## src/rtl/mwpm_regs.svh

```systemverilog
`ifndef MWPM_REGS_SVH
`define MWPM_REGS_SVH

// register byte addresses
`define MWPM_ADDR_MODCTL 6'h00
`define MWPM_ADDR_CHMODE 6'h04
`define MWPM_ADDR_CMPLO 6'h08
`define MWPM_ADDR_CMPHI 6'h0c
`define MWPM_ADDR_STATUS 6'h10
`define MWPM_ADDR_MASK 6'h14
`define MWPM_ADDR_COUNT 6'h18

// modulation_control_reg fields
`define MWPM_MC_CYCLE_LENGTH_SELECT_LSB 0
`define MWPM_MC_RELOAD_ACCESS_SELECT_BIT 7

// channel_mode_reg fields
`define MWPM_CM_PWM_BIT 1
`define MWPM_CM_MAT_BIT 3
`define MWPM_CM_ECOM_BIT 6

// status / mask fields
`define MWPM_ST_CYCLE_OVERFLOW_FLAG_BIT 0
`define MWPM_ST_CCF_BIT 1

// cycle length select codes
`define MWPM_CL_8 2'h0
`define MWPM_CL_9 2'h1
`define MWPM_CL_10 2'h2
`define MWPM_CL_11 2'h3

`define MWPM_RESP_OKAY 2'h0
`define MWPM_RESP_SLVERR 2'h2

`endif

```

## src/rtl/mwpm_pkg.sv

```systemverilog
package mwpm_pkg;

    // cycle length, bits per modulation period
    typedef enum logic [1:0]
    {
        MWPM_LEN8 = 2'h0,
        MWPM_LEN9 = 2'h1,
        MWPM_LEN10 = 2'h2,
        MWPM_LEN11 = 2'h3
    } mwpm_len_t;

    // axi-lite write slave states, gray along idle -> resp
    typedef enum logic [1:0]
    {
        MWPM_WR_IDLE = 2'h0,
        MWPM_WR_RESP = 2'h1
    } mwpm_wr_t;

endpackage : mwpm_pkg

```

## src/rtl/mwpm_channel.sv

```systemverilog
// What this block does
// - long-cycle mode when modulation enable is set and length is 9..11
// - cycle length N comes from the cycle-length select field
// - output goes high when low N counter bits equal the compare value
// - output goes low when the counter overflows out of bit N
// - each overflow sets the overflow flag and reloads compare from auto-reload
// - overflow recurs every 512, 1024 or 2048 counter clocks
// - with match-flag and compare enable set, each nonzero compare match sets the capture/compare flag
// - compare byte locations reach auto-reload when select is 1, else compare
// - writing the low compare byte clears compare enable
// - writing the high compare byte sets compare enable
// - compare enable cleared holds the output low, giving zero duty
// - high fraction is (2^N minus compare) over 2^N for nonzero compare; compare zero gives zero
`timescale 1ns/1ps
`include "mwpm_regs.svh"

module mwpm_channel
    import mwpm_pkg::*;
#(
    parameter int CNT_W = 16,
    parameter int CMP_W = 11
)
(
    input wire logic CLK,
    input wire logic SRST,
    input wire logic [5:0] S_AXI_AWADDR,
    input wire logic S_AXI_AWVALID,
    output logic S_AXI_AWREADY,
    input wire logic [31:0] S_AXI_WDATA,
    input wire logic [3:0] S_AXI_WSTRB,
    input wire logic S_AXI_WVALID,
    output logic S_AXI_WREADY,
    output logic [1:0] S_AXI_BRESP,
    output logic S_AXI_BVALID,
    input wire logic S_AXI_BREADY,
    input wire logic [5:0] S_AXI_ARADDR,
    input wire logic S_AXI_ARVALID,
    output logic S_AXI_ARREADY,
    output logic [31:0] S_AXI_RDATA,
    output logic [1:0] S_AXI_RRESP,
    output logic S_AXI_RVALID,
    input wire logic S_AXI_RREADY,
    output logic CHANNEL_OUTPUT,
    output logic IRQ
);

    // ------------------------------------------------------------
    // state
    // ------------------------------------------------------------
    logic [CNT_W-1:0] count_r;
    logic [CMP_W-1:0] compare_r;
    logic [CMP_W-1:0] reload_r;
    logic [1:0] cl_sel_r;
    logic reload_access_select_r;
    logic ecom_r;
    logic pwm_sel_r;
    logic mat_en_r;
    logic [1:0] mask_r;
    logic out_r;
    logic irq_r;
    logic cycle_overflow_flag;
    logic ccf;
    mwpm_wr_t wr_state_r;
    logic aw_got_r;
    logic w_got_r;
    logic [5:0] aw_addr_r;
    logic [31:0] wdata_r;
    logic [3:0] wstrb_r;
    logic bvalid_r;
    logic [1:0] bresp_r;
    logic rvalid_r;
    logic [31:0] rdata_r;
    logic [1:0] rresp_r;

    // ------------------------------------------------------------
    // write decode
    // ------------------------------------------------------------
    logic wr_fire;
    logic wr_lo;
    logic wr_hi;
    logic wr_known;
    logic [CMP_W-1:0] lo_mask;
    logic [CMP_W-1:0] n_mask;
    logic [CMP_W-1:0] cnt_low;
    logic long_mode;
    logic ovf_pulse;
    logic match_pulse;
    logic [CMP_W-1:0] wr_lo_val;
    logic [CMP_W-1:0] wr_hi_val;

    // both halves held, response slot free: commit the write
    assign wr_fire = aw_got_r && w_got_r && (wr_state_r == MWPM_WR_IDLE);
    assign wr_lo = wr_fire && (aw_addr_r == `MWPM_ADDR_CMPLO) && wstrb_r[0];
    assign wr_hi = wr_fire && (aw_addr_r == `MWPM_ADDR_CMPHI) && wstrb_r[0];
    assign wr_known = (aw_addr_r == `MWPM_ADDR_MODCTL) || (aw_addr_r == `MWPM_ADDR_CHMODE)
        || (aw_addr_r == `MWPM_ADDR_CMPLO) || (aw_addr_r == `MWPM_ADDR_CMPHI)
        || (aw_addr_r == `MWPM_ADDR_STATUS) || (aw_addr_r == `MWPM_ADDR_MASK)
        || (aw_addr_r == `MWPM_ADDR_COUNT);
    assign lo_mask = CMP_W'(8'hff);

    // ------------------------------------------------------------
    // cycle length and events
    // ------------------------------------------------------------
    // n-bit mask from the length field; 8-bit code falls back to 8 bits
    always_comb
    begin
        unique case (mwpm_len_t'(cl_sel_r))
            MWPM_LEN8: n_mask = CMP_W'(12'h0ff);
            MWPM_LEN9: n_mask = CMP_W'(12'h1ff);
            MWPM_LEN10: n_mask = CMP_W'(12'h3ff);
            MWPM_LEN11: n_mask = CMP_W'(12'h7ff);
        endcase
    end

    assign cnt_low = count_r[CMP_W-1:0] & n_mask;
    // long-cycle mode needs modulation select and a length above 8 bits
    assign long_mode = pwm_sel_r && (cl_sel_r != `MWPM_CL_8);
    // low n bits all ones: next tick carries out of bit n, every 2^n clocks
    assign ovf_pulse = long_mode && (cnt_low == n_mask);
    // match with enable clear never fires, so output stays low
    assign match_pulse = long_mode && ecom_r && !ovf_pulse
        && (((count_r[CMP_W-1:0] + CMP_W'(1)) & n_mask) == (compare_r & n_mask));

    // free-running shared counter
    always_ff @(posedge CLK)
    begin
        if (SRST)
            count_r <= '0;
        else
            count_r <= count_r + CNT_W'(1);
    end

    // output: set on match, clear on overflow; high share is (2^n - cmp)/2^n, zero for cmp 0
    always_ff @(posedge CLK)
    begin
        if (SRST)
            out_r <= 1'b0;
        else if (!long_mode || !ecom_r || ovf_pulse)
            out_r <= 1'b0;
        else if (match_pulse)
            out_r <= 1'b1;
    end

    // ------------------------------------------------------------
    // compare, auto-reload and mode registers
    // ------------------------------------------------------------
    assign wr_lo_val = CMP_W'(wdata_r[7:0]);
    assign wr_hi_val = CMP_W'({wdata_r[7:0], 8'h00});

    // software writes duty right-justified across both bytes
    always_ff @(posedge CLK)
    begin
        if (SRST)
            reload_r <= '0;
        else if (wr_lo && reload_access_select_r)
            reload_r <= (reload_r & ~lo_mask) | wr_lo_val;
        else if (wr_hi && reload_access_select_r)
            reload_r <= (reload_r & lo_mask) | wr_hi_val;
    end

    // overflow reload beats a same-cycle software write to the compare value
    always_ff @(posedge CLK)
    begin
        if (SRST)
            compare_r <= '0;
        else if (ovf_pulse)
            compare_r <= reload_r;
        else if (wr_lo && !reload_access_select_r)
            compare_r <= (compare_r & ~lo_mask) | wr_lo_val;
        else if (wr_hi && !reload_access_select_r)
            compare_r <= (compare_r & lo_mask) | wr_hi_val;
    end

    // byte writes steer compare enable in either mapping
    always_ff @(posedge CLK)
    begin
        if (SRST)
            ecom_r <= 1'b0;
        else if (wr_lo)
            ecom_r <= 1'b0;
        else if (wr_hi)
            ecom_r <= 1'b1;
        else if (wr_fire && aw_addr_r == `MWPM_ADDR_CHMODE && wstrb_r[0])
            ecom_r <= wdata_r[`MWPM_CM_ECOM_BIT];
    end

    // mode, control and mask registers
    always_ff @(posedge CLK)
    begin
        if (SRST)
        begin
            pwm_sel_r <= 1'b0;
            mat_en_r <= 1'b0;
            cl_sel_r <= `MWPM_CL_8;
            reload_access_select_r <= 1'b0;
            mask_r <= '0;
        end
        else if (wr_fire && wstrb_r[0])
        begin
            if (aw_addr_r == `MWPM_ADDR_CHMODE)
            begin
                pwm_sel_r <= wdata_r[`MWPM_CM_PWM_BIT];
                mat_en_r <= wdata_r[`MWPM_CM_MAT_BIT];
            end
            if (aw_addr_r == `MWPM_ADDR_MODCTL)
            begin
                cl_sel_r <= wdata_r[`MWPM_MC_CYCLE_LENGTH_SELECT_LSB +: 2];
                reload_access_select_r <= wdata_r[`MWPM_MC_RELOAD_ACCESS_SELECT_BIT];
            end
            if (aw_addr_r == `MWPM_ADDR_MASK)
                mask_r <= wdata_r[1:0];
        end
    end

    // ------------------------------------------------------------
    // sticky flags, write-one-to-clear; hardware never clears them
    // ------------------------------------------------------------
    logic wr_status;
    assign wr_status = wr_fire && (aw_addr_r == `MWPM_ADDR_STATUS) && wstrb_r[0];

    mwpm_edge_flag u_cycle_overflow_flag
    (
        .clk(CLK),
        .srst(SRST),
        .set_pulse(ovf_pulse),
        .clr_pulse(wr_status && wdata_r[`MWPM_ST_CYCLE_OVERFLOW_FLAG_BIT]),
        .flag(cycle_overflow_flag)
    );

    mwpm_edge_flag u_ccf
    (
        .clk(CLK),
        .srst(SRST),
        .set_pulse(match_pulse && mat_en_r),
        .clr_pulse(wr_status && wdata_r[`MWPM_ST_CCF_BIT]),
        .flag(ccf)
    );

    // level interrupt from unmasked flags, registered
    always_ff @(posedge CLK)
    begin
        if (SRST)
            irq_r <= 1'b0;
        else
            irq_r <= |({ccf, cycle_overflow_flag} & mask_r);
    end

    // ------------------------------------------------------------
    // axi4-lite write channel
    // ------------------------------------------------------------
    // address and data captured in either order; response after both
    always_ff @(posedge CLK)
    begin
        if (SRST)
        begin
            aw_got_r <= 1'b0;
            w_got_r <= 1'b0;
            aw_addr_r <= '0;
            wdata_r <= '0;
            wstrb_r <= '0;
        end
        else
        begin
            if (S_AXI_AWVALID && S_AXI_AWREADY)
            begin
                aw_got_r <= 1'b1;
                aw_addr_r <= {S_AXI_AWADDR[5:2], 2'b00};
            end
            else if (wr_fire)
                aw_got_r <= 1'b0;
            if (S_AXI_WVALID && S_AXI_WREADY)
            begin
                w_got_r <= 1'b1;
                wdata_r <= S_AXI_WDATA;
                wstrb_r <= S_AXI_WSTRB;
            end
            else if (wr_fire)
                w_got_r <= 1'b0;
        end
    end

    // response slot
    always_ff @(posedge CLK)
    begin
        if (SRST)
        begin
            wr_state_r <= MWPM_WR_IDLE;
            bvalid_r <= 1'b0;
            bresp_r <= `MWPM_RESP_OKAY;
        end
        else
        begin
            unique case (wr_state_r)
                MWPM_WR_IDLE:
                    if (wr_fire)
                    begin
                        wr_state_r <= MWPM_WR_RESP;
                        bvalid_r <= 1'b1;
                        bresp_r <= wr_known ? `MWPM_RESP_OKAY : `MWPM_RESP_SLVERR;
                    end
                MWPM_WR_RESP:
                    if (S_AXI_BREADY)
                    begin
                        wr_state_r <= MWPM_WR_IDLE;
                        bvalid_r <= 1'b0;
                    end
            endcase
        end
    end

    // ready flops: single-cycle pulses, low while a half is held
    always_ff @(posedge CLK)
    begin
        if (SRST)
        begin
            S_AXI_AWREADY <= 1'b0;
            S_AXI_WREADY <= 1'b0;
        end
        else
        begin
            S_AXI_AWREADY <= !aw_got_r && !S_AXI_AWREADY && S_AXI_AWVALID;
            S_AXI_WREADY <= !w_got_r && !S_AXI_WREADY && S_AXI_WVALID;
        end
    end

    // ------------------------------------------------------------
    // axi4-lite read channel
    // ------------------------------------------------------------
    logic [31:0] rd_word;
    logic rd_ok;
    logic [CMP_W-1:0] rd_cmp;
    assign rd_cmp = reload_access_select_r ? reload_r : compare_r;

    always_comb
    begin
        rd_word = '0;
        rd_ok = 1'b1;
        unique case ({S_AXI_ARADDR[5:2], 2'b00})
            `MWPM_ADDR_MODCTL:
            begin
                rd_word[`MWPM_MC_CYCLE_LENGTH_SELECT_LSB +: 2] = cl_sel_r;
                rd_word[`MWPM_MC_RELOAD_ACCESS_SELECT_BIT] = reload_access_select_r;
            end
            `MWPM_ADDR_CHMODE:
            begin
                rd_word[`MWPM_CM_PWM_BIT] = pwm_sel_r;
                rd_word[`MWPM_CM_MAT_BIT] = mat_en_r;
                rd_word[`MWPM_CM_ECOM_BIT] = ecom_r;
            end
            `MWPM_ADDR_CMPLO: rd_word[7:0] = rd_cmp[7:0];
            `MWPM_ADDR_CMPHI: rd_word[CMP_W-9:0] = rd_cmp[CMP_W-1:8];
            `MWPM_ADDR_STATUS: rd_word[1:0] = {ccf, cycle_overflow_flag};
            `MWPM_ADDR_MASK: rd_word[1:0] = mask_r;
            `MWPM_ADDR_COUNT: rd_word[CNT_W-1:0] = count_r;
            default: rd_ok = 1'b0;
        endcase
    end

    // one read at a time; arready pulses with the data load
    always_ff @(posedge CLK)
    begin
        if (SRST)
        begin
            S_AXI_ARREADY <= 1'b0;
            rvalid_r <= 1'b0;
            rdata_r <= '0;
            rresp_r <= `MWPM_RESP_OKAY;
        end
        else
        begin
            S_AXI_ARREADY <= 1'b0;
            if (rvalid_r && S_AXI_RREADY)
                rvalid_r <= 1'b0;
            else if (!rvalid_r && !S_AXI_ARREADY && S_AXI_ARVALID)
            begin
                S_AXI_ARREADY <= 1'b1;
                rvalid_r <= 1'b1;
                rdata_r <= rd_word;
                rresp_r <= rd_ok ? `MWPM_RESP_OKAY : `MWPM_RESP_SLVERR;
            end
        end
    end

    assign S_AXI_BVALID = bvalid_r;
    assign S_AXI_BRESP = bresp_r;
    assign S_AXI_RVALID = rvalid_r;
    assign S_AXI_RDATA = rdata_r;
    assign S_AXI_RRESP = rresp_r;
    assign CHANNEL_OUTPUT = out_r;
    assign IRQ = irq_r;

endmodule : mwpm_channel

```

## src/rtl/mwpm_edge_flag.sv

```systemverilog
`timescale 1ns/1ps

// sticky flag: hardware set wins over a software clear in the same cycle
module mwpm_edge_flag
(
    input wire logic clk,
    input wire logic srst,
    input wire logic set_pulse,
    input wire logic clr_pulse,
    output logic flag
);

    always_ff @(posedge clk)
    begin
        if (srst)
            flag <= 1'b0;
        else if (set_pulse)
            flag <= 1'b1;
        else if (clr_pulse)
            flag <= 1'b0;
    end

endmodule : mwpm_edge_flag

```

## config.mk

```make
export PLATFORM = sky130hd
export DESIGN_NAME = mwpm_channel
export DESIGN_NICKNAME = d
export VERILOG_FILES = /design/src/rtl/mwpm_pkg.sv /design/src/rtl/mwpm_channel.sv /design/src/rtl/mwpm_edge_flag.sv
export VERILOG_INCLUDE_DIRS = /design/src /design/src/rtl
export SDC_FILE = /design/constraint.sdc
export NUM_CORES = 1
export LEC_CHECK = 0
export ABC_AREA = 0
export BUFFER_PORTS_ARGS = -buffer_cell sky130_fd_sc_hd__buf_2
export CAP_MARGIN = 10
export CORE_MARGIN = 8
export CORE_UTILIZATION = 54
export DETAILED_ROUTE_END_ITERATION = 6
export HOLD_SLACK_MARGIN = 0.02
export PLACE_DENSITY = 0.76
export REMOVE_ABC_BUFFERS = 1
export SETUP_SLACK_MARGIN = 0.2
export SLEW_MARGIN = 0
export SYNTH_ARGS = -nofsm -noshare
export SYNTH_HDL_FRONTEND = slang
export SYNTH_SLANG_ARGS = --single-unit
```

## constraint.sdc

```tcl
create_clock -name CLK -period 2.6 [get_ports CLK]
set_input_delay 0.52 -clock CLK [delete_from_list [all_inputs] [get_ports CLK]]
set_output_delay 0.52 -clock CLK [all_outputs]
set_load 0.01 [all_outputs]
```

==> metrics.txt, run 1 <==
FF+latch count, synth=88; Max stage delay on crit path=0.52 ns; Num CTS Buffers=9; r2r setup slk=0.28 ns; YS warnings=0; hpwl dp=7.209 mm; P&R area growth vs syn=8.801%; DRC violations left=0; DR vias=3523; ys async rst share=0; FP Rows=32; Die W=105.0 um; CORE AREA=7687 um2; Top Ports=98; pre-CTS WS=0.2363 ns; global-route wire length before repair=16.64 mm; CTS Hold Bufs=0; fin worst setup slack=0.2791 ns; CTS tree=yes; slowest CP cell=or4_4; mux cell area share after synthesis=0.08947; non-filler cells, final=644; post-detailed-routing wire length=9.860 mm; met3 Usage GRT=0.05283; achievable frequency=430.9 MHz; M2 GR Usage=0.2946; Slew Limit Headroom=0.4586; Fin. Hold Viols=0; post-synthesis cell count=508; port bufs=48; Sequential Area=1763 um2; min-delay src=S_AXI_WDATA[0]; Nets=593; DRT antenna net count=0; wire per inst=15.31 um; syn_area_per_cell=8.423 um2; layout cells sized above 1=0.1642; largest family of logic cells by synthesized area=simple AND/OR/NAND/NOR gates; vias per inst=5.470; EDFF count, synth=0; Startpoint Class=flip-flop; register clock-pin slew on the reported worst setup and hold paths=0.09 ns; GR peak layer=met2; final-report max-slew violation count=0; clk_skew=0.01513 ns; Critical Path AT=2.58 ns; mapped cell area=4279 um2; post-synth top area share=0.4117; count leader, synth=dfxtp_1; Clock Tree Root=clkbuf_8; Routability Congestion=0.8499; sequential share of the synthesized area=0.4117; commonest register cell after synthesis=dfxtp_1; first-pass iteration count of the detailed router=5; RR Startpoint=count_r[0]; post-CTS setup buffer count=0; R2R Path End=u_ccf.flag; fill count=712; total power=2.561 mW; grt ovf=0; P per Cell Area=550.1 nW/um2; Setup Viol. Count Final=0; Clk Latency, worst-skew pair=0.37 ns; hold path depth=3; vias in the first global route=3437; crit-path cells=ha_2 > and3_4 > nand3_2 > a21oi_1 > or3b_1 > or4_4 > o41ai_2; largest net degree at the start of global routing=50; HP Class=in2reg; most area-hungry cell type in the Yosys netlist=dfxtp_1; Compound-Gate Fraction of Synth Area=0.1175; measured slew at the worst slew-check pin=0.8121 ns; CP required=2.86 ns; Util after Layout=0.6056; CTS max path bufs=2; Max-Cap Viols=0; crit path time final=2.321 ns; WS Path Type=reg2reg; area occupied by multi-input gates=2235 um2; Area contributors post-synth=dfxtp_1 (41%), mux2i_1 (8.4%), nor2_1 (6.6%); Initial Util=0.5566; Iter 0 DRT Violations=149; # placed instances=628; period utilization=0.8927; die height=105.0 um; RSZ-0062 raised after global routing=no; Synth Area in Adders=0.002924; Synth top cells by count=dfxtp_1 (88), nor2_1 (75), nand2_1 (51); peak fanout along the critical path=6; H-tree depth=3; outcome=completed; crit end category=flip-flop; xor/xnor share of the synthesized area=0.04678; GRT Overall Usage=0.1799; ant diodes=0; Netlist cell types=63; Hold EP=wdata_r[0]; VDD IR max=0.3267 mV; post-synthesis simple-gate area fraction=0.2480; post-cts sizing count=1; Clock Sinks=88; met1 usage=0.2238; reg2reg path depth=7; initial antenna violation count=0; leak pwr=1.775 nW; Die ar.=11030 um2
## flip-flops by register name, indices dropped and copies added, names as in the netlist, 2 cells and up
register / count
S_AXI_RDATA: 16
cl_sel_r: 2
reload_r: 11
mask_r: 2
aw_addr_r: 4
compare_r: 11
wdata_r: 8
count_r: 16
## report_power, final
part / leakage (nW) / switching (mW) / internal [mW]
clock: 0.104 / 0.524 / 0.483
sequential: 0.712 / 0.0250 / 1.37
combinational: 0.959 / 0.105 / 0.0558
## worst max path at each step
stage                           from            to  slack (ns)  cells after the start
after global routing      count_r[0]    u_ccf.flag        0.22                      7
after CTS                 count_r[0]    u_ccf.flag        0.24                      7
final                     count_r[0]    u_ccf.flag        0.28                      7
after global placement    count_r[0]    u_ccf.flag        0.28                      7
after floorplan           count_r[0]  compare_r[0]       -0.07                      7
after detailed placement  count_r[0]    u_ccf.flag        0.24                      7
## kinds of logic (layout without fill, tap and decap cells)
family,Yosys count,in the layout
simple gates,216,216
flops,88,88
compound gates,84,84
buf+inv,59,76
mux,38,38
xor+xnor,21,21
fa+ha+maj,1,1
other cells,1,18
## routing by layer
metal	wire length, um	share of wire
met5	0	0
met4	117	0.012
met3	554	0.056
met2	4679	0.47
met1	4509	0.46
## placed cells by master, fill, tap and decap left out, drive strengths merged, types with 5 or more instances in the layout
| cell | count |
|---|---|
| a21oi | 48 |
| and3 | 5 |
| buf | 54 |
| clkbuf | 10 |
| conb | 18 |
| dfxtp | 88 |
| inv | 8 |
| mux2i | 36 |
| nand2 | 51 |
| nand2b | 5 |
| nand3 | 29 |
| nand4 | 7 |
| nor2 | 75 |
| nor3 | 13 |
| o21ai | 9 |
| xnor2 | 10 |
| xor2 | 10 |
## area by class of cell
cell class	instances	area share
clock inverter	6	0.01559
tap	102	0.02741
timing repair buffer	54	0.06396
clock buffer	10	0.02956
multi-input combinational	378	0.4800
sequential	88	0.3787
inverter	6	0.004837
## through the flow
stage	hold slack [ns]	TNS (ns)	instance area, um2
after floorplan	0.4265	-0.8027	4011
after global placement	0.4358	0	4442
after detailed placement	0.4438	0	4442
after CTS	0.3759	0	4654
after global routing	0.3866	0	4656
final	0.3846	0	4656
## worst max-delay path, delay by kind of cell (launching register included)
family | cells | cell delay, ns
AND/OR/NAND/NOR | 4 | 1.26
AO/OA/AOI/OAI | 2 | 0.36
adder cells (fa/ha/maj) | 1 | 0.22
flip-flops | 1 | 0.37
Power figures use the tool's default switching activity.
==> inputs of run 2 (changes only) <==
--- a/config.mk
+++ b/config.mk
@@ -10,10 +10,11 @@
 export BUFFER_PORTS_ARGS = -buffer_cell sky130_fd_sc_hd__buf_2
 export CAP_MARGIN = 10
 export CORE_MARGIN = 8
-export CORE_UTILIZATION = 54
+export CORE_UTILIZATION = 56
+export CTS_BUF_LIST = sky130_fd_sc_hd__clkbuf_8
 export DETAILED_ROUTE_END_ITERATION = 6
 export HOLD_SLACK_MARGIN = 0.02
-export PLACE_DENSITY = 0.76
+export PLACE_DENSITY = 0.78
 export REMOVE_ABC_BUFFERS = 1
 export SETUP_SLACK_MARGIN = 0.2
 export SLEW_MARGIN = 0
==> run 2 against run 1 <==
  * Utilization grew 0.71 points
  * Combinational power about the same
  * Global-route usage increased by 1.4 points
  * Power is 4.2% lower
  * Critical path depth unchanged
  * Largest cell class unchanged
  * Largest power group unchanged
  * Design area fell by 0.40%
  * Critical path type unchanged
==> metrics.txt, run 2 (synthesis gave the netlist of run 1 again) <==
die height=103.4 um (-1.5%); P per Cell Area=528.9 nW/um2 (-3.9%); Bufs and invs on worst path=0 (unchanged); most frequent cells in the layout=dfxtp_1 (88), nor2_1 (75), nand2_1 (51); first-pass iteration count of the detailed router=4 (-1); initial antenna violation count=0 (unchanged); final-report max-slew violation count=0 (unchanged); area occupied by multi-input gates=2235 um2 (unchanged); crit path time final=2.302 ns (-0.01939 ns); r2r setup slk=0.30 ns (+0.02 ns); CORE AREA=7567 um2 (-1.6%); GR peak layer=met2; DR vias=3520 (-0.085%); Fin. Hold Viols=0 (unchanged); non-filler cells, final=646 (+0.31%); VDD IR max=0.3993 mV (+22%); met1 usage=0.2349 (+0.01117); M2 GR Usage=0.3195 (+0.02496); Iter 0 DRT Violations=142 (-4.7%); # placed instances=630 (+0.32%); Top Ports=98 (unchanged); layout cells sized above 1=0.1654 (+0.001235); outcome=completed; CTS tree=yes; global-route wire length before repair=16.41 mm (-1.4%); Slew Limit Headroom=0.4791 (+0.02053); WS Path Type=reg2reg; Setup Viol. Count Final=0 (unchanged); slowest CP cell=or4_4; clk_skew=0.008202 ns (-0.006924 ns); Clock Sinks=88 (unchanged); hold path depth=3 (unchanged); Sequential Area=1762 um2 (about the same); H-tree depth=3 (unchanged); delay-heaviest family, CP=simple AND/OR/NAND/NOR gates; ant diodes=0 (unchanged); peak fanout along the critical path=6 (unchanged); crit end category=flip-flop; Clock Tree Root=clkbuf_8; Hold EP=wdata_r[1]; port bufs=48 (unchanged); Fin Hold WS=0.3882 ns (+0.003611 ns); fill count=682 (-4.2%); HP Class=in2reg; leak pwr=1.772 nW (-0.18%); achievable frequency=434.5 MHz (+0.84%); met3 Usage GRT=0.05622 (+0.003399); period utilization=0.8852 (-0.007458); post-detailed-routing wire length=9.696 mm (-1.7%); commonest non-fill, non-tap cell in the layout=dfxtp_1; min-delay src=S_AXI_WDATA[1]; RSZ-0062 raised after global routing=no; P&R area growth vs syn=8.363%; hpwl dp=7.131 mm (-1.1%); post-CTS setup buffer count=0 (unchanged); Max stage delay on crit path=0.51 ns (about the same); largest net degree at the start of global routing=38 (-24%); CTS max path bufs=2 (unchanged); Die W=103.4 um (-1.5%); wire per inst=15.01 um (-2.0%); vias per inst=5.449 (-0.39%); CP required=2.87 ns (about the same); Die ar.=10690 um2 (-3.0%); Initial Util=0.5655 (+0.008836); DRT antenna net count=0 (unchanged); Max-Cap Viols=0 (unchanged); register clock-pin slew on the reported worst setup and hold paths=0.09 ns (about the same); R2R Path End=u_ccf.flag; reg2reg path depth=7 (unchanged); Routability Congestion=0.9283 (+9.2%); Clk Latency, worst-skew pair=0.36 ns (about the same); Critical Path AT=2.57 ns (about the same); FP Rows=32 (unchanged); GRT Overall Usage=0.1935 (+0.01357); crit-path cells=ha_2 > and3_4 > nand3_2 > a21oi_1 > or3b_1 > or4_4 > o41ai_2; DRC violations left=0 (unchanged); grt ovf=0 (unchanged); measured slew at the worst slew-check pin=0.7802 ns (-0.03186 ns); Num CTS Buffers=9 (unchanged); Startpoint Class=flip-flop; RR Startpoint=count_r[0]; vias in the first global route=3499 (+1.8%); DP Area=4444 um2 (about the same); Nets=595 (+0.34%); Util after Layout=0.6128 (+0.007133); Final Instance Area=4637 um2 (-0.40%); Setup TNS Final=0 ns (unchanged)
==> run 2: metal layers <==
| metal | up-vias | part of all wire | wire length (um) |
|---|---|---|---|
| li1 | 1777 | - | - |
| met1 | 1619 | 0.44 | 4272 |
| met2 | 99 | 0.47 | 4555 |
| met3 | 25 | 0.064 | 624 |
| met4 | 0 | 0.025 | 243 |
| met5 | - | 0 | 0 |
==> run 2: metrics by stage <==
| step | total power, mW | setup WS [ns] |
|---|---|---|
| after floorplan | 1.499 | -0.07297 |
| after global placement | 1.579 | 0.3158 |
| after detailed placement | 1.583 | 0.2685 |
| after CTS | 2.476 | 0.2407 |
| after global routing | 2.558 | 0.2205 |
| final | 2.453 | 0.2985 |
==> run 2: worst max-delay path by stage <==
| stage | endpoint | cells after the start | startpoint | slack, ns |
|---|---|---|---|---|
| 2_1_floorplan | compare_r[0] | 7 | count_r[0] | -0.07 |
| 3_3_place_gp | u_ccf.flag | 7 | count_r[0] | 0.32 |
| 3_5_place_dp | u_ccf.flag | 7 | count_r[0] | 0.27 |
| 4_1_cts | u_ccf.flag | 7 | count_r[0] | 0.24 |
| 5_1_grt | u_ccf.flag | 7 | count_r[0] | 0.22 |
| 6_report | u_ccf.flag | 7 | count_r[0] | 0.30 |
==> run 2: worst reg2reg max path, cell delays in order (launching register included) <==
cell and delay (ns):
dfxtp_1 0.39, ha_2 0.25, and3_4 0.20, nand3_2 0.09, a21oi_1 0.04, or3b_1 0.43
or4_4 0.51, o41ai_2 0.31
==> run 2: layout make-up <==
class                      count  share of cell area
clock inverter                 5            0.008365
tap                          102             0.02752
multi-input combinational    378              0.4819
sequential                    88              0.3799
clock buffer                  11             0.03265
inverter                       6            0.004857
timing repair buffer          56             0.06476
==> run 2: what timing repair did <==
action                     CTS  global route
gates resized for setup      0             1
hold buffers                 0             0
setup endpoints to repair    0             2
==> run 2: power by group <==
part           internal [mW]  switching [mW]  total [mW]
Sequential              1.37          0.0251        1.39
Clock                  0.405           0.495       0.899
Combinational         0.0556           0.104       0.160
==> inputs of run 3 (changes only) <==
--- a/config.mk
+++ b/config.mk
@@ -7,14 +7,14 @@
 export NUM_CORES = 1
 export LEC_CHECK = 0
 export ABC_AREA = 0
-export BUFFER_PORTS_ARGS = -buffer_cell sky130_fd_sc_hd__buf_2
 export CAP_MARGIN = 10
 export CORE_MARGIN = 8
-export CORE_UTILIZATION = 56
+export CORE_UTILIZATION = 65
 export CTS_BUF_LIST = sky130_fd_sc_hd__clkbuf_8
 export DETAILED_ROUTE_END_ITERATION = 6
+export DONT_BUFFER_PORTS = 1
 export HOLD_SLACK_MARGIN = 0.02
-export PLACE_DENSITY = 0.78
+export PLACE_DENSITY = 0.77
 export REMOVE_ABC_BUFFERS = 1
 export SETUP_SLACK_MARGIN = 0.2
 export SLEW_MARGIN = 0
==> run 3 against run 2 <==
  * Cell count shrank 12%
  * Critical path type unchanged
  * Sequential power is essentially flat
  * Clock skew shrank 0.0032 ns
  * Via count shrank 4.5%
  * Highest routed layer unchanged
  * Power shrank 2.5%
  * Die area shrank 12%
  * Maximum frequency grew 0.54%
  * Count of clock-buffer cells in the layout shrank 2
  * Largest power group unchanged
==> metrics.txt, run 3 (synthesis gave the netlist of run 1 again) <==
outcome=completed; Detail Route met2 WL=4.545 mm (-0.22%); Critical Path AT=2.55 ns (-0.02 ns); crit end category=flip-flop; routed wl met3=530 um (-15%); CTS max path bufs=2 (unchanged); commonest non-fill, non-tap cell in the layout=dfxtp_1; post-detailed-routing wire length=9.323 mm (-3.8%); CTS tree=yes; crit path time final=2.289 ns (-0.01226 ns); Nets=544 (-8.6%); fill count=558 (-18%); reg2reg path depth=7 (unchanged); hpwl dp=6.667 mm (-6.5%); DR vias=3360 (-4.5%); HP Class=in2reg; WS Path Type=reg2reg; period utilization=0.8805 (-0.004717); layout cells sized above 1=0.07505 (-0.09039); peak fanout along the critical path=6 (unchanged); RSZ-0062 raised after global routing=no; Clock Sinks=88 (unchanged); leak pwr=1.541 nW (-13%); first-pass iteration count of the detailed router=5 (+1); measured slew at the worst slew-check pin=0.7997 ns (+0.01950 ns); vias per inst=5.895 (+8.2%); initial antenna violation count=0 (unchanged); Clk Latency, worst-skew pair=0.36 ns (about the same); Startpoint Class=flip-flop; wire per inst=16.36 um (+9.0%); die height=97.14 um (-6.1%); Max stage delay on crit path=0.53 ns (+0.02 ns); Initial Util=0.6739 (+0.1084); Setup Viol. Count Final=0 (unchanged); CP required=2.86 ns (about the same); final-report max-slew violation count=0 (unchanged); Slew Limit Headroom=0.4661 (-0.01302); slowest CP cell=or4_4; hold path depth=1 (-2); Clock Tree Root=clkbuf_8; Fin. Hold Viols=0 (unchanged); post-CTS setup buffer count=0 (unchanged); Die W=97.14 um (-6.1%); non-filler cells, final=570 (-12%); crit-path cells=ha_2 > and3_4 > nand3_2 > a21oi_1 > or3b_1 > or4_4 > o41ai_2; Routability Congestion=0.9202 (-0.87%); vias in the first global route=3283 (-6.2%); Top Ports=98 (unchanged); # placed instances=554 (-12%); clk_skew=0.005022 ns (-0.003180 ns); Num CTS Buffers=9 (unchanged); fin worst setup slack=0.3107 ns (+0.01226 ns); P per Cell Area=551.2 nW/um2 (+4.2%); Max Used Layer=met4; CORE AREA=6350 um2 (-16%); Die ar.=9435 um2 (-12%); H-tree depth=3 (unchanged); Max-Cap Viols=0 (unchanged); pre-CTS WS=0.2202 ns (-0.04831 ns); global-route wire length before repair=15.76 mm (-4.0%); Post-Route M1 WL=4.097 mm (-4.1%); register clock-pin slew on the reported worst setup and hold paths=0.08 ns (about the same); achievable frequency=436.8 MHz (+0.54%); ant diodes=0 (unchanged); most frequent cells in the layout=dfxtp_1 (86), nor2_1 (75), nand2_1 (51); grt ovf=0 (unchanged); P&R area growth vs syn=1.345%; FP Rows=29 (-9.4%); port bufs=0 (-100%); DRT antenna net count=0 (unchanged); largest net degree at the start of global routing=91 (+140%); Iter 0 DRT Violations=224 (+58%); GRT Overall Usage=0.1967 (+0.003197); VDD IR max=0.4056 mV (+1.6%); DRC violations left=0 (unchanged)
==> run 3: cell types whose count changed in the layout (fill, tap and decap cells not counted) <==
cell / delta
buf_2: -48
inv_1: +4
buf_4: -3
clkbuf_8: -2
clkinv_4: -2
dfxtp_1: -2
dfxtp_2: +2
bufinv_16: +1
inv_6: -1
==> run 3: metal layers <==
layer | track usage | vias up
met5 | 0 | -
met4 | 0.07811 | 0
met3 | 0.04552 | 17
met2 | 0.3286 | 85
met1 | 0.2376 | 1578
li1 | - | 1680
==> run 3: final cells by class <==
type	count	area (um2)	share of cell area
multi-input cells	378	2235	0.5153
well taps	77	96.34	0.02222
inverters	6	22.52	0.005193
clock inverters	7	57.56	0.01327
repair buffers	5	37.54	0.008656
flip-flops and latches	88	1764	0.4068
clock buffers	9	123.9	0.02856
==> run 3: final timing paths <==
path	startpoint	endpoint	slack, ns
worst max register to register	count_r[0]	u_ccf.flag	0.31
worst min-delay path	SRST	S_AXI_BVALID	0.22
worst max-delay path	count_r[0]	u_ccf.flag	0.31
worst min register to register	aw_got_r	S_AXI_AWREADY	0.46
==> run 3: critical path, delay by kind of cell (launching register included) <==
kind            cells  cell delay (ns)
compound gates      2             0.34
fa+ha+maj           1             0.23
flops               1             0.37
simple gates        4             1.27
==> run 3: stage by stage <==
stage                     hold WS [ns]  instance area [um2]  total power [mW]    util  TNS, ns
after floorplan                 0.4265                 4011             1.499       -  -0.8027
after CTS                       0.2219                 4332             2.402  0.6822        0
after global routing            0.2139                 4337             2.464  0.6830        0
after global placement          0.4537                 4150             1.522  0.6536        0
final                           0.2229                 4337             2.390  0.6830        0
after detailed placement        0.4544                 4150             1.527  0.6536        0
==> run 3: what timing repair did <==
action | CTS | global route
gates resized for setup | 0 | 3
endpoints found under the hold margin | 0 | 0
hold buffers | 0 | 0
setup endpoints to repair | 0 | 1
==> run 3: report_power, final <==
group	total, mW	internal, mW	switching (mW)
clock	0.894	0.429	0.465
combinational	0.0978	0.0357	0.0621
sequential	1.40	1.37	0.0300
